`config.mk`:
```
export PLATFORM = sky130hd
export DESIGN_NAME = flash_password_security_gate
export DESIGN_NICKNAME = d
export VERILOG_FILES = /design/src/common/pw_gate_pkg.sv /design/src/hw/repeat_run_detect.sv /design/src/hw/protect_store.sv /design/src/hw/flash_password_security_gate.sv
export SDC_FILE = /design/constraint.sdc
export NUM_CORES = 1
export LEC_CHECK = 0
export ABC_AREA = 1
export BUFFER_PORTS_ARGS = -buffer_cell sky130_fd_sc_hd__buf_2
export CORE_UTILIZATION = 45
export CTS_CLUSTER_DIAMETER = 40
export CTS_CLUSTER_SIZE = 20
export DETAILED_ROUTE_END_ITERATION = 10
export GPL_ROUTABILITY_DRIVEN = 0
export SLEW_MARGIN = 30
export SYNTH_ARGS = -nofsm -noshare
export SYNTH_HDL_FRONTEND = slang
export SYNTH_HIERARCHICAL = 1
export SYNTH_SLANG_ARGS = --single-unit
```
`constraint.sdc`:
```
create_clock -name core_clk -period 3.86 [get_ports core_clk]
set_clock_uncertainty 0.05 [all_clocks]
set_input_delay 0.193 -clock core_clk [delete_from_list [all_inputs] [get_ports core_clk]]
set_output_delay 0.193 -clock core_clk [all_outputs]
set_load 0.05 [all_outputs]
```
`src/common/pw_gate_pkg.sv`:
```
// Constants shared by the flash password and security lock gate.
// Assumes 16-bit flash byte addressing and 8-bit serial bytes.
package pw_gate_pkg;
   localparam int ADDR_W = 16;
   localparam logic [15:0] VEC_LO = 16'hFFE0;
   localparam logic [4:0] VEC_LAST = 5'h1F;
   localparam logic [7:0] ERASED = 8'hFF;
   localparam logic [15:0] USER_LO = 16'h1000;
   localparam logic [15:0] USER_HI = 16'hFEFF;
   localparam logic [7:0] LEN_MIN = 8'h08;
   localparam logic [7:0] START_MARK = 8'h3A;
   localparam logic [7:0] CMD_ERASE = 8'hF0;
   localparam logic [7:0] CMD_WRITE = 8'h30;
   localparam logic [7:0] CMD_READ = 8'h40;
   localparam logic [7:0] CMD_RAMLOAD = 8'h60;
   localparam logic [7:0] CMD_SECURE = 8'hFA;
   localparam logic [7:0] CMD_STATUS = 8'hC3;
   localparam logic [1:0] PTR_LAST = 2'h2;
   localparam int RUN_LIMIT = 3;
endpackage : pw_gate_pkg

```
`src/hw/repeat_run_detect.sv`:
```
// Flags a received string holding RUN_MAX identical bytes in a row.
// Assumes one byte per strobe and a clear before each new string.
`timescale 1ns/1ns
`default_nettype none
module repeat_run_detect #(
   parameter int RUN_MAX = pw_gate_pkg::RUN_LIMIT
) (
   input wire logic core_clk,
   input wire logic rst,
   input wire logic clear,
   input wire logic byte_valid,
   input wire logic [7:0] byte_in,
   output logic run_hit
);
   import pw_gate_pkg::*;
   logic [7:0] last;
   logic [7:0] run_len;
   logic [7:0] next_last;
   logic [7:0] next_run_len;
   logic next_run_hit;

   if (RUN_MAX < 2 || RUN_MAX > 255) begin : g_bad
      $error("repeat_run_detect: RUN_MAX out of range");
   end

   always_comb begin
      next_last = last;
      next_run_len = run_len;
      next_run_hit = run_hit;
      if (clear) begin
         next_run_len = 8'h00;
         next_run_hit = 1'b0;
      end else if (byte_valid) begin
         next_last = byte_in;
         // First byte of a string always starts a fresh run
         if (run_len != 8'h00 && byte_in == last) begin
            next_run_len = run_len + 8'h01;
         end else begin
            next_run_len = 8'h01;
         end
         if (next_run_len >= 8'(RUN_MAX)) begin
            next_run_hit = 1'b1;
         end
      end
   end

   always_ff @(posedge core_clk or posedge rst) begin
      if (rst) begin
         last <= 8'h00;
         run_len <= 8'h00;
         run_hit <= 1'b0;
      end else begin
         last <= next_last;
         run_len <= next_run_len;
         run_hit <= next_run_hit;
      end
   end
endmodule : repeat_run_detect
`default_nettype wire

```
`src/hw/protect_store.sv`:
```
// Security lock bit kept apart from user flash.
// Assumes a nonvolatile backing cell read on nv_lock and written on nv_wr.
`timescale 1ns/1ns
`default_nettype none
module protect_store (
   input wire logic core_clk,
   input wire logic rst,
   input wire logic nv_lock,
   input wire logic set_lock,
   input wire logic clear_lock,
   output logic locked,
   output logic nv_wr,
   output logic nv_wr_data
);
   import pw_gate_pkg::*;
   logic loaded;
   logic next_loaded;
   logic next_locked;
   logic next_nv_wr;
   logic next_nv_wr_data;

   always_comb begin
      next_loaded = 1'b1;
      next_locked = locked;
      next_nv_wr = 1'b0;
      next_nv_wr_data = nv_wr_data;
      // Reset may not load a port, so the stored lock is caught after release
      if (!loaded) begin
         next_locked = nv_lock;
      end else if (set_lock) begin
         next_locked = 1'b1;
         next_nv_wr = 1'b1;
         next_nv_wr_data = 1'b1;
      end else if (clear_lock) begin
         next_locked = 1'b0;
         next_nv_wr = 1'b1;
         next_nv_wr_data = 1'b0;
      end
   end

   always_ff @(posedge core_clk or posedge rst) begin
      if (rst) begin
         loaded <= 1'b0;
         locked <= 1'b1;
         nv_wr <= 1'b0;
         nv_wr_data <= 1'b0;
      end else begin
         loaded <= next_loaded;
         locked <= next_locked;
         nv_wr <= next_nv_wr;
         nv_wr_data <= next_nv_wr_data;
      end
   end
endmodule : protect_store
`default_nettype wire

```
`src/hw/flash_password_security_gate.sv`:
```
// Blank check, password authentication and security lock gate for
// serial flash programming and debug start.
// Assumes a flash read port answering with flash_rd_valid after a request
// and an executor that pulses op_done when a granted command ends.
//
// Behaviour
// - Part is non-blank if any byte at 0xFFE0..0xFFFF differs from 0xFF.
// - Non-blank serial part runs pointer commands only after good authentication; failure idles.
// - Blank part skips string but still takes both pointers, range checked.
// - Password applies in serial mode and before debug; parallel mode unaffected.
// - Password lies in user flash 0x1000..0xFEFF, eight bytes or more.
// - Length pointer is three bytes; out of range or short length errors.
// - Compare pointer is three bytes; non-blank range 0x1000..0xFEFF-N.
// - N received bytes compared with flash from compare pointer; mismatch errors.
// - Three identical consecutive string bytes is a password error.
// - After an error, transmit nothing, ignore input until reset.
// - Erase, write, read, RAM-load and security commands need pointers.
// - Chip erase removes the password since it is plain flash data.
// - Blank write or RAM-load discards bytes until a 0x3A start mark.
// - Lock refuses parallel flash access and all serial commands except erase and status.
// - Lock lives in its own protection memory, not user flash.
// - Security-setting command sets the lock.
// - Only a chip erase through the erase command clears the lock.
// - Debug start on a non-blank part needs successful password authentication first; a blank part starts after both pointers.
// - Blank classification is reported for the status command.
`timescale 1ns/1ns
`default_nettype none
module flash_password_security_gate (
   input wire logic core_clk,
   input wire logic rst,
   input wire logic serial_mode,
   input wire logic parallel_mode,
   input wire logic rx_valid,
   input wire logic [7:0] rx_data,
   input wire logic on_chip_debug_req,
   input wire logic op_done,
   input wire logic chip_erase_done,
   input wire logic nv_lock,
   output logic nv_wr,
   output logic nv_wr_data,
   output logic flash_rd_en,
   output logic [pw_gate_pkg::ADDR_W-1:0] flash_rd_addr,
   input wire logic flash_rd_valid,
   input wire logic [7:0] flash_rd_data,
   output logic cmd_go,
   output logic [7:0] cmd_code,
   output logic on_chip_debug_go,
   output logic blank,
   output logic locked,
   output logic tx_allow,
   output logic par_access_ok
);
   import pw_gate_pkg::*;

   typedef enum logic [9:0] {
      ST_SCAN = 10'b00_0000_0001,
      ST_CMD = 10'b00_0000_0010,
      ST_LPTR = 10'b00_0000_0100,
      ST_CPTR = 10'b00_0000_1000,
      ST_NREAD = 10'b00_0001_0000,
      ST_STR = 10'b00_0010_0000,
      ST_SCMP = 10'b00_0100_0000,
      ST_HUNT = 10'b00_1000_0000,
      ST_BUSY = 10'b01_0000_0000,
      ST_DEAD = 10'b10_0000_0000
   } gate_state_e;

   gate_state_e state, next_state;
   logic [7:0] cnt, next_cnt;
   logic [23:0] len_ptr, next_len_ptr;
   logic [23:0] cmp_ptr, next_cmp_ptr;
   logic [7:0] pw_len, next_pw_len;
   logic [7:0] rx_hold, next_rx_hold;
   logic [7:0] next_cmd_code;
   logic is_debug, next_is_debug;
   logic dirty, next_dirty;
   logic rd_wait, next_rd_wait;
   logic next_blank;
   logic next_rd_en;
   logic [ADDR_W-1:0] next_rd_addr;
   logic next_cmd_go;
   logic next_debug_go;
   logic set_lock;
   logic run_hit;
   logic rx_take;

   function automatic logic needs_ptr(input logic [7:0] c);
      return c == CMD_ERASE || c == CMD_WRITE || c == CMD_READ ||
             c == CMD_RAMLOAD || c == CMD_SECURE;
   endfunction : needs_ptr

   function automatic logic in_user(input logic [23:0] a, input logic [15:0] hi);
      return a[23:16] == 8'h00 && a[15:0] >= USER_LO && a[15:0] <= hi;
   endfunction : in_user

   // Password checking only listens on the serial link
   assign rx_take = rx_valid && serial_mode && state != ST_DEAD;
   assign tx_allow = state != ST_DEAD;
   assign par_access_ok = parallel_mode && !locked;

   repeat_run_detect u_run (
      .core_clk(core_clk),
      .rst(rst),
      .clear(state != ST_STR && state != ST_SCMP),
      .byte_valid(state == ST_STR && rx_take),
      .byte_in(rx_data),
      .run_hit(run_hit)
   );

   protect_store u_lock (
      .core_clk(core_clk),
      .rst(rst),
      .nv_lock(nv_lock),
      .set_lock(set_lock),
      .clear_lock(chip_erase_done && cmd_code == CMD_ERASE && state == ST_BUSY),
      .locked(locked),
      .nv_wr(nv_wr),
      .nv_wr_data(nv_wr_data)
   );

   assign set_lock = cmd_go && cmd_code == CMD_SECURE;

   always_comb begin
      next_state = state;
      next_cnt = cnt;
      next_len_ptr = len_ptr;
      next_cmp_ptr = cmp_ptr;
      next_pw_len = pw_len;
      next_rx_hold = rx_hold;
      next_cmd_code = cmd_code;
      next_is_debug = is_debug;
      next_dirty = dirty;
      next_blank = blank;
      next_rd_wait = rd_wait && !flash_rd_valid;
      next_rd_en = 1'b0;
      next_rd_addr = flash_rd_addr;
      next_cmd_go = 1'b0;
      next_debug_go = 1'b0;
      case (state)
         ST_SCAN: begin
            if (!rd_wait) begin
               next_rd_en = 1'b1;
               next_rd_wait = 1'b1;
               next_rd_addr = VEC_LO + {11'h000, cnt[4:0]};
            end
            if (flash_rd_valid) begin
               next_dirty = dirty || flash_rd_data != ERASED;
               next_rd_wait = 1'b0;
               next_rd_en = 1'b0;
               if (cnt[4:0] == VEC_LAST) begin
                  next_blank = !next_dirty;
                  next_cnt = 8'h00;
                  next_state = ST_CMD;
               end else begin
                  next_cnt = cnt + 8'h01;
               end
            end
         end
         ST_CMD: begin
            next_cnt = 8'h00;
            if (rx_take) begin
               next_cmd_code = rx_data;
               next_is_debug = 1'b0;
               // Under lock only erase and status stay usable
               if (locked && rx_data != CMD_ERASE && rx_data != CMD_STATUS) begin
                  next_state = ST_CMD;
               end else if (needs_ptr(rx_data)) begin
                  next_state = ST_LPTR;
               end else begin
                  next_cmd_go = 1'b1;
                  next_state = ST_BUSY;
               end
            end else if (on_chip_debug_req && serial_mode) begin
               next_is_debug = 1'b1;
               next_state = ST_LPTR;
            end
         end
         ST_LPTR: begin
            if (rx_take) begin
               next_len_ptr = {len_ptr[15:0], rx_data};
               next_cnt = cnt + 8'h01;
               if (cnt[1:0] == PTR_LAST) begin
                  next_cnt = 8'h00;
                  next_state = ST_CPTR;
               end
            end
         end
         ST_CPTR: begin
            if (rx_take) begin
               next_cmp_ptr = {cmp_ptr[15:0], rx_data};
               next_cnt = cnt + 8'h01;
               if (cnt[1:0] == PTR_LAST) begin
                  next_cnt = 8'h00;
                  if (!in_user(len_ptr, USER_HI)) begin
                     next_state = ST_DEAD;
                  end else if (!blank) begin
                     next_state = ST_NREAD;
                  end else if (!in_user(next_cmp_ptr, USER_HI)) begin
                     next_state = ST_DEAD;
                  end else if (!is_debug &&
                               (cmd_code == CMD_WRITE || cmd_code == CMD_RAMLOAD)) begin
                     next_state = ST_HUNT;
                  end else begin
                     // Blank erase expects no string at all
                     next_cmd_go = !is_debug;
                     next_debug_go = is_debug;
                     next_state = is_debug ? ST_CMD : ST_BUSY;
                  end
               end
            end
         end
         ST_NREAD: begin
            if (!rd_wait) begin
               next_rd_en = 1'b1;
               next_rd_wait = 1'b1;
               next_rd_addr = len_ptr[15:0];
            end
            if (flash_rd_valid) begin
               next_rd_en = 1'b0;
               next_pw_len = flash_rd_data;
               if (flash_rd_data < LEN_MIN) begin
                  next_state = ST_DEAD;
               end else if (!in_user(cmp_ptr, USER_HI - {8'h00, flash_rd_data})) begin
                  next_state = ST_DEAD;
               end else begin
                  next_state = ST_STR;
               end
            end
         end
         ST_STR: begin
            if (rx_take) begin
               next_rx_hold = rx_data;
               next_rd_en = 1'b1;
               next_rd_wait = 1'b1;
               next_rd_addr = cmp_ptr[15:0] + {8'h00, cnt};
               next_state = ST_SCMP;
            end
         end
         ST_SCMP: begin
            if (flash_rd_valid) begin
               if (flash_rd_data != rx_hold || run_hit) begin
                  next_state = ST_DEAD;
               end else if (cnt + 8'h01 == pw_len) begin
                  next_cnt = 8'h00;
                  next_cmd_go = !is_debug;
                  next_debug_go = is_debug;
                  next_state = is_debug ? ST_CMD : ST_BUSY;
               end else begin
                  next_cnt = cnt + 8'h01;
                  next_state = ST_STR;
               end
            end
         end
         ST_HUNT: begin
            if (rx_take && rx_data == START_MARK) begin
               next_cmd_go = 1'b1;
               next_state = ST_BUSY;
            end
         end
         ST_BUSY: begin
            // Rescan, since a chip erase leaves the part blank
            if (op_done) begin
               next_dirty = 1'b0;
               next_cnt = 8'h00;
               next_state = ST_SCAN;
            end
         end
         ST_DEAD: begin
            next_state = ST_DEAD;
         end
         default: begin
            next_state = ST_DEAD;
         end
      endcase
   end

   always_ff @(posedge core_clk or posedge rst) begin
      if (rst) begin
         state <= ST_SCAN;
         cnt <= 8'h00;
         len_ptr <= 24'h00_0000;
         cmp_ptr <= 24'h00_0000;
         pw_len <= 8'h00;
         rx_hold <= 8'h00;
         cmd_code <= 8'h00;
         is_debug <= 1'b0;
         dirty <= 1'b0;
         blank <= 1'b0;
         rd_wait <= 1'b0;
         flash_rd_en <= 1'b0;
         flash_rd_addr <= 16'h0000;
         cmd_go <= 1'b0;
         on_chip_debug_go <= 1'b0;
      end else begin
         state <= next_state;
         cnt <= next_cnt;
         len_ptr <= next_len_ptr;
         cmp_ptr <= next_cmp_ptr;
         pw_len <= next_pw_len;
         rx_hold <= next_rx_hold;
         cmd_code <= next_cmd_code;
         is_debug <= next_is_debug;
         dirty <= next_dirty;
         blank <= next_blank;
         rd_wait <= next_rd_wait;
         flash_rd_en <= next_rd_en;
         flash_rd_addr <= next_rd_addr;
         cmd_go <= next_cmd_go;
         on_chip_debug_go <= next_debug_go;
      end
   end
endmodule : flash_password_security_gate
`default_nettype wire

```
Yosys cells after proc, flatten, opt, wreduce, memory -nomap -nowiden
Cells that the tools add are included.
W data, S select, Z words.

word-level totals
  output and inout port bits = 33
  word-level logic and storage cells = 231
  bits in registers = 134

cells by class
  bitwise logic cells = 1
  reductions and logical operators = 59
  multiplexer cells = 89
  equal/unequal tests = 47
  $add $sub $neg = 5
  $lt $le $gt $ge = 8

operator list
  operator                 number
  $mux W10                 19
  $mux W8                  13
  $pmux W10 S9             1
  $ge A16 B13 Y1 const B   3
  $mux W16                 3
  $pmux W16 S3             1
  $mux W9                  5
  $mux W1                  41
  $pmux W8 S5              1
  $eq A8 B8 Y1 const B     4
  $le A16 B16 Y1 const B   2
  $ne A2 B2 Y1 const B     14
  $eq A8 B6 Y1 const B     3
  $eq A8 B7 Y1 const B     3
  $logic_not A8 Y1         3
  $ne A8 B8 Y1 const B     3
  $logic_and A1 B1 Y1      21
  $reduce_and A2 Y1        9
  $add A16 B8 Y16          1
  $add A8 B1 Y8 const B    2
  $eq A8 B8 Y1             2
  $le A16 B16 Y1           1
  $reduce_and A12 Y1       1
  $sub A10 B9 Y11 const A  1
  35 further kinds         52

Longest topological paths before layout
  depth in word-level cells = 10
  depth in mapped cells = 15

Hierarchy
The synthesis kept the hierarchy.

modules (own cells, without submodules)
  module                        times used  sequential area each (µm²)  area each (µm²)  cells an instance
  flash_password_security_gate  1           2829.0                      6961.7           973
  repeat_run_detect             1           425.4                       1089.8           139
  protect_store                 1           101.3                       152.6            16

Worst setup path before layout
No wires, ideal clock.

  path kind = flip-flop to flip-flop
  start point = register cnt[1]
  end point = register cnt[5]
  stages on the path, launching flop included = 15
  slack = 1.660 ns
  arrival = 2.032 ns
  path buffers = 0
  cells stage by stage = dfrtp_1 > ha_1 > nand2_1 > nor2_1 > ha_1 > xnor2_1 > nand3_1 > inv_1 > nand2_1 > nor2_1 > nand4_1 > nand2_1 > nand2_1 > nand3_1 > nand2_1

between the ends
  cells in the longest elaborated chain, start to end = 6

RTL lines
  item                    RTL line                             text
  start, declared         flash_password_security_gate.sv:69   logic [7:0] cnt, next_cnt;
  start signal, assigned  flash_password_security_gate.sv:296  cnt <= next_cnt;
  $add A8 B1 Y8           --
  $eq A8 B8 Y1            flash_password_security_gate.sv:243  end else if (cnt + 8'h01 == pw_len) begin
  $mux W8                 flash_password_security_gate.sv:243
  $mux W8                 flash_password_security_gate.sv:241  if (flash_rd_data != rx_hold || run_hit) begin
  $mux W8                 flash_password_security_gate.sv:240  if (flash_rd_valid) begin
  $pmux W8 S5 (*)         flash_password_security_gate.sv:139  case (state)

Every way passes the cells marked *; elsewhere a longest branch is shown, timed or not. The select of a mux whose other input is x is not followed.
A chain may end at the register's enable or synchronous reset.

Worst setup path in the final report
  start point = register cnt[1]
  end point = register on_chip_debug_go

between the ends
  cells in the longest elaborated chain, start to end = 6

RTL lines
  item                  RTL line                             text
  $add A8 B1 Y8         flash_password_security_gate.sv:243
  $eq A8 B8 Y1          flash_password_security_gate.sv:243
  $mux W1               flash_password_security_gate.sv:243
  $mux W1               flash_password_security_gate.sv:241
  $mux W1               flash_password_security_gate.sv:240
  $pmux W1 S2 (*)       flash_password_security_gate.sv:139
  via next_debug_go     flash_password_security_gate.sv:82   logic next_debug_go;
  end signal, assigned  flash_password_security_gate.sv:309  on_chip_debug_go <= next_debug_go;
  end, declared         flash_password_security_gate.sv:47   output logic on_chip_debug_go,

Mark *: on every way through the listed nets, which the timed path passes. The rest lies on a longest branch.

==> impl_metrics.tcl <==
set metrics [dict create \
    timing_max_transition_violations_final 0 \
    maximum_number_of_pins_on_one_net_before_global_route_repair 57 \
    layout_worst_path_cycle_share_pct 68.4 \
    num_antenna_cells 0 \
    grt_first_pass_wirelength_microns 36500 \
    final_layout_size_suffix_gt1_share_pct 12.5 \
    drc 0 \
    cts_inserted_buffers 17 \
    ys_dominant_reg_cell "sky130_fd_sc_hd__dfrtp_1" \
    busiest_layer "met2" \
    outcome "completed" \
    warnings_from_yosys 6 \
    endpoints_failing_hold 0 \
    first_pass_iters 5 \
    die_area_sq_um 18800 \
    fin_tns_setup_ns 0 \
    asyncSetResetFlopFracSynth_pct 100 \
    max_slew_margin_pct 48.2 \
    grt_util_all_layers_pct 25.9 \
    cap_violations 0 \
    die_width_microns 137 \
    synth-seq-area-share_pct 40.9 \
    postSynthCellCount 1128 \
    placed_cell_area_sq_um 8730 \
    worst-setup-path-type "register to register" \
    timing.critical_path.arrival_ns 2.93 \
    worst_hold_path.endpoint "rx_hold[0]" \
    die_h_microns 137 \
    route.final.wire_length_microns 22800 \
    insertion_delay_ns 0.43 \
    fin_crit_ns 2.64 \
    ys_ff_latch 134 \
    cts_buffer_depth 2 \
    totalPowerFinal_mw 3.43 \
    numClockSinks 134 \
    avgViaCountPerCell 5.22 \
    synth_cell_types 53 \
    setup_viol_count_final 0 \
    maximum_achievable_frequency_mhz 379 \
    globalRouteMet3Util_pct 4.00 \
    cp-start-kind "register" \
    fin_area_sq_um 9330 \
    drt-initial-drc-count 564 \
    final_antenna_net_count 0 \
    crit_path_max_fanout 10 \
    worstHoldPathCells 3 \
    worst_setup_path_end_kind "register" \
    core-area_sq_um 17900 \
    worstMarginPinSlew_ns 0.774 \
    routedWlPerCell_microns 15.9 \
    tritoncts "built" \
    grt_setup_unrepaired "false" \
    grt_overflow_total 0 \
    synth-edff-count 0 \
    layout.nets 1244 \
    worst_setup_hold_path_clk_slew_ns 0.06 \
    start_util_pct 45.8 \
    initial_antenna_violation_count 0 \
    syn_area_per_cell_sq_um 7.27 \
    pin_count 59 \
    grtUsageMet1_pct 35.9 \
    placementRows 49 \
    r2r_end "on_chip_debug_go" \
    cts_resized 0 \
    timing.reg2reg.setup_slack_ns 1.22 \
    portBuffers 58 \
    grt_util_met2_pct 40.5 \
    total_leakage_power_nw 4.98 \
    via_count_of_the_first_global_routing_pass 6848 \
    clock_root_buffer "sky130_fd_sc_hd__clkbuf_16" \
    hpwlAfterDp_microns 17400 \
    timing.critical_path.required_ns 4.15 \
    power_density_nw_per_um2 368 \
    worstReg2RegStart "cnt[1]" \
    min-delay-start "rx_data[0]" \
    hold_path.class "primary input to register" \
    detailroute.via_count 7495 \
    worstRegToRegCells 13 \
    flow.area_growth_from_synthesis_pct 13.7 \
    mappedNetlistNets 1178 \
    peakVddDrop_mv 0.346 \
    cts.htree.levels 4 \
    synth_area_sq_um 8200 \
]
## through the flow
step / utilization (%) / setup slack, ns / cells / hold slack [ns]
CTS: 52.1 / 1.25 / 1435 / 0.00154
finish: 52.1 / 1.22 / 1435 / 0.0111
detailed placement: 48.8 / 1.26 / 1402 / 0.0764
floorplan: - / 0.631 / 1128 / -0.0916
global placement: 48.8 / 1.33 / 1402 / 0.0791
global route: 52.1 / 0.967 / 1435 / 0.0446
## critical path: stages (launching register included)
cell and delay, ns:
sky130_fd_sc_hd__dfrtp_1 0.55, sky130_fd_sc_hd__ha_1 0.23, sky130_fd_sc_hd__nand2_1 0.09, sky130_fd_sc_hd__nor2_1 0.26, sky130_fd_sc_hd__ha_1 0.31, sky130_fd_sc_hd__xnor2_1 0.14
sky130_fd_sc_hd__nand3_1 0.10, sky130_fd_sc_hd__inv_1 0.06, sky130_fd_sc_hd__nand2_1 0.04, sky130_fd_sc_hd__nor2_1 0.11, sky130_fd_sc_hd__nand3_1 0.08, sky130_fd_sc_hd__nor2_1 0.21
sky130_fd_sc_hd__nand2_1 0.12, sky130_fd_sc_hd__o21ai_0 0.20
## metal layers
| metal | up-vias | part of all wire (%) |
|---|---|---|
| li1 | 3752 | - |
| met4 | 0 | 2.9 |
| met2 | 245 | 45 |
| met1 | 3446 | 47 |
| met3 | 52 | 5.3 |
| met5 | - | 0 |
## cell type report
type                    count  area, sq um
repair buffers             65          348
fillers                  1823         8570
clock buffers              23          478
multi-input cells         809         4130
flip-flops and latches    134         3360
inverters                 167          632
clock inverters             8         98.8
well taps                 229          287
## report_power, final
group	switching, mW	internal [mW]	leakage, nW
Sequential	0.0446	1.43	1.72
Clock	0.612	0.995	0.279
Combinational	0.240	0.110	2.98
## cell usage after synthesis (2+ instances only)
| master | n | area [sq um] |
|---|---|---|
| sky130_fd_sc_hd__inv_1 | 159 | 597 |
| sky130_fd_sc_hd__xor2_1 | 8 | 70.1 |
| sky130_fd_sc_hd__ha_1 | 23 | 288 |
| sky130_fd_sc_hd__a21oi_1 | 31 | 155 |
| sky130_fd_sc_hd__o221ai_1 | 2 | 17.5 |
| sky130_fd_sc_hd__buf_2 | 9 | 45.0 |
| sky130_fd_sc_hd__nor2_4 | 8 | 90.1 |
| sky130_fd_sc_hd__nand2_4 | 6 | 67.6 |
| sky130_fd_sc_hd__inv_2 | 7 | 26.3 |
| sky130_fd_sc_hd__xnor2_1 | 7 | 61.3 |
| sky130_fd_sc_hd__nor4_1 | 5 | 31.3 |
| sky130_fd_sc_hd__o21ai_0 | 96 | 480 |
| sky130_fd_sc_hd__nand2_2 | 7 | 43.8 |
| sky130_fd_sc_hd__o22ai_1 | 8 | 50.1 |
| sky130_fd_sc_hd__dfstp_2 | 2 | 52.6 |
| sky130_fd_sc_hd__nor2_2 | 3 | 18.8 |
| sky130_fd_sc_hd__nor3_1 | 16 | 80.1 |
| sky130_fd_sc_hd__nand2_1 | 339 | 1270 |
| sky130_fd_sc_hd__nand3b_1 | 4 | 30.0 |
| sky130_fd_sc_hd__a21boi_2 | 2 | 22.5 |
| sky130_fd_sc_hd__nand3_2 | 6 | 60.1 |
| sky130_fd_sc_hd__dfrtp_1 | 132 | 3300 |
| sky130_fd_sc_hd__nor2_1 | 100 | 375 |
| sky130_fd_sc_hd__nand3_1 | 78 | 390 |
| sky130_fd_sc_hd__nand4_1 | 22 | 138 |
| sky130_fd_sc_hd__clkbuf_1 | 7 | 26.3 |
| sky130_fd_sc_hd__a22oi_2 | 5 | 62.6 |
| sky130_fd_sc_hd__mux2_2 | 4 | 45.0 |
| sky130_fd_sc_hd__a21o_1 | 2 | 15.0 |
| sky130_fd_sc_hd__nand3_4 | 2 | 35.0 |
| sky130_fd_sc_hd__o21a_1 | 3 | 22.5 |
| sky130_fd_sc_hd__o21ai_1 | 4 | 20.0 |
## cell families (layout without fill, tap and decap cells)
logic type / after synthesis / after routing / synth area share, %
simple gates: 603 / 603 / 33.0
flops: 134 / 134 / 40.9
other cells: 1 / 1 / 0.0457
mux: 5 / 5 / 0.671
fa+ha+maj: 24 / 24 / 3.75
compound gates: 161 / 161 / 11.3
buf+inv: 185 / 263 / 8.74
xor+xnor: 15 / 15 / 1.60
## timing repair
action / in CTS / in global routing
buffers inserted: 0 / 0
hold buffers: 2 / 0
hold endpoints to repair: 75 / 0
## state kept, by name, summed over array words and instances, names as in the netlist, 8 cells and up
name           cells
u_run/last         8
len_ptr           24
rx_hold            8
pw_len             8
state             10
u_run/run_len      8
cnt                8
flash_rd_addr     16
cmp_ptr           24
cmd_code           8
## cells in the final DEF, fill, tap and decap left out, types with 16 or more instances in the layout
master                      Yosys  final
sky130_fd_sc_hd__dfrtp_1      132    132
sky130_fd_sc_hd__o21ai_0       96     96
sky130_fd_sc_hd__ha_1          23     23
sky130_fd_sc_hd__nand2_1      339    339
sky130_fd_sc_hd__nor3_1        16     16
sky130_fd_sc_hd__inv_1        159    158
sky130_fd_sc_hd__nor2_1       100    100
sky130_fd_sc_hd__nand3_1       78     78
sky130_fd_sc_hd__clkbuf_16      0     17
sky130_fd_sc_hd__a21oi_1       31     31
sky130_fd_sc_hd__buf_2          9     58
sky130_fd_sc_hd__nand4_1       22     22
## worst max path at each step
stage | startpoint | to | slack [ns] | cells past startpoint
4_1_cts | cnt[1] | state[1] | 1.25 | 15
6_report | cnt[1] | on_chip_debug_go | 1.22 | 13
3_3_place_gp | cnt[0] | state[1] | 1.33 | 15
3_5_place_dp | cnt[1] | state[1] | 1.26 | 15
2_1_floorplan | rst | blank | 0.63 | 1
5_1_grt | cnt[1] | state[1] | 0.97 | 15
(Power assumes the default switching activity.)
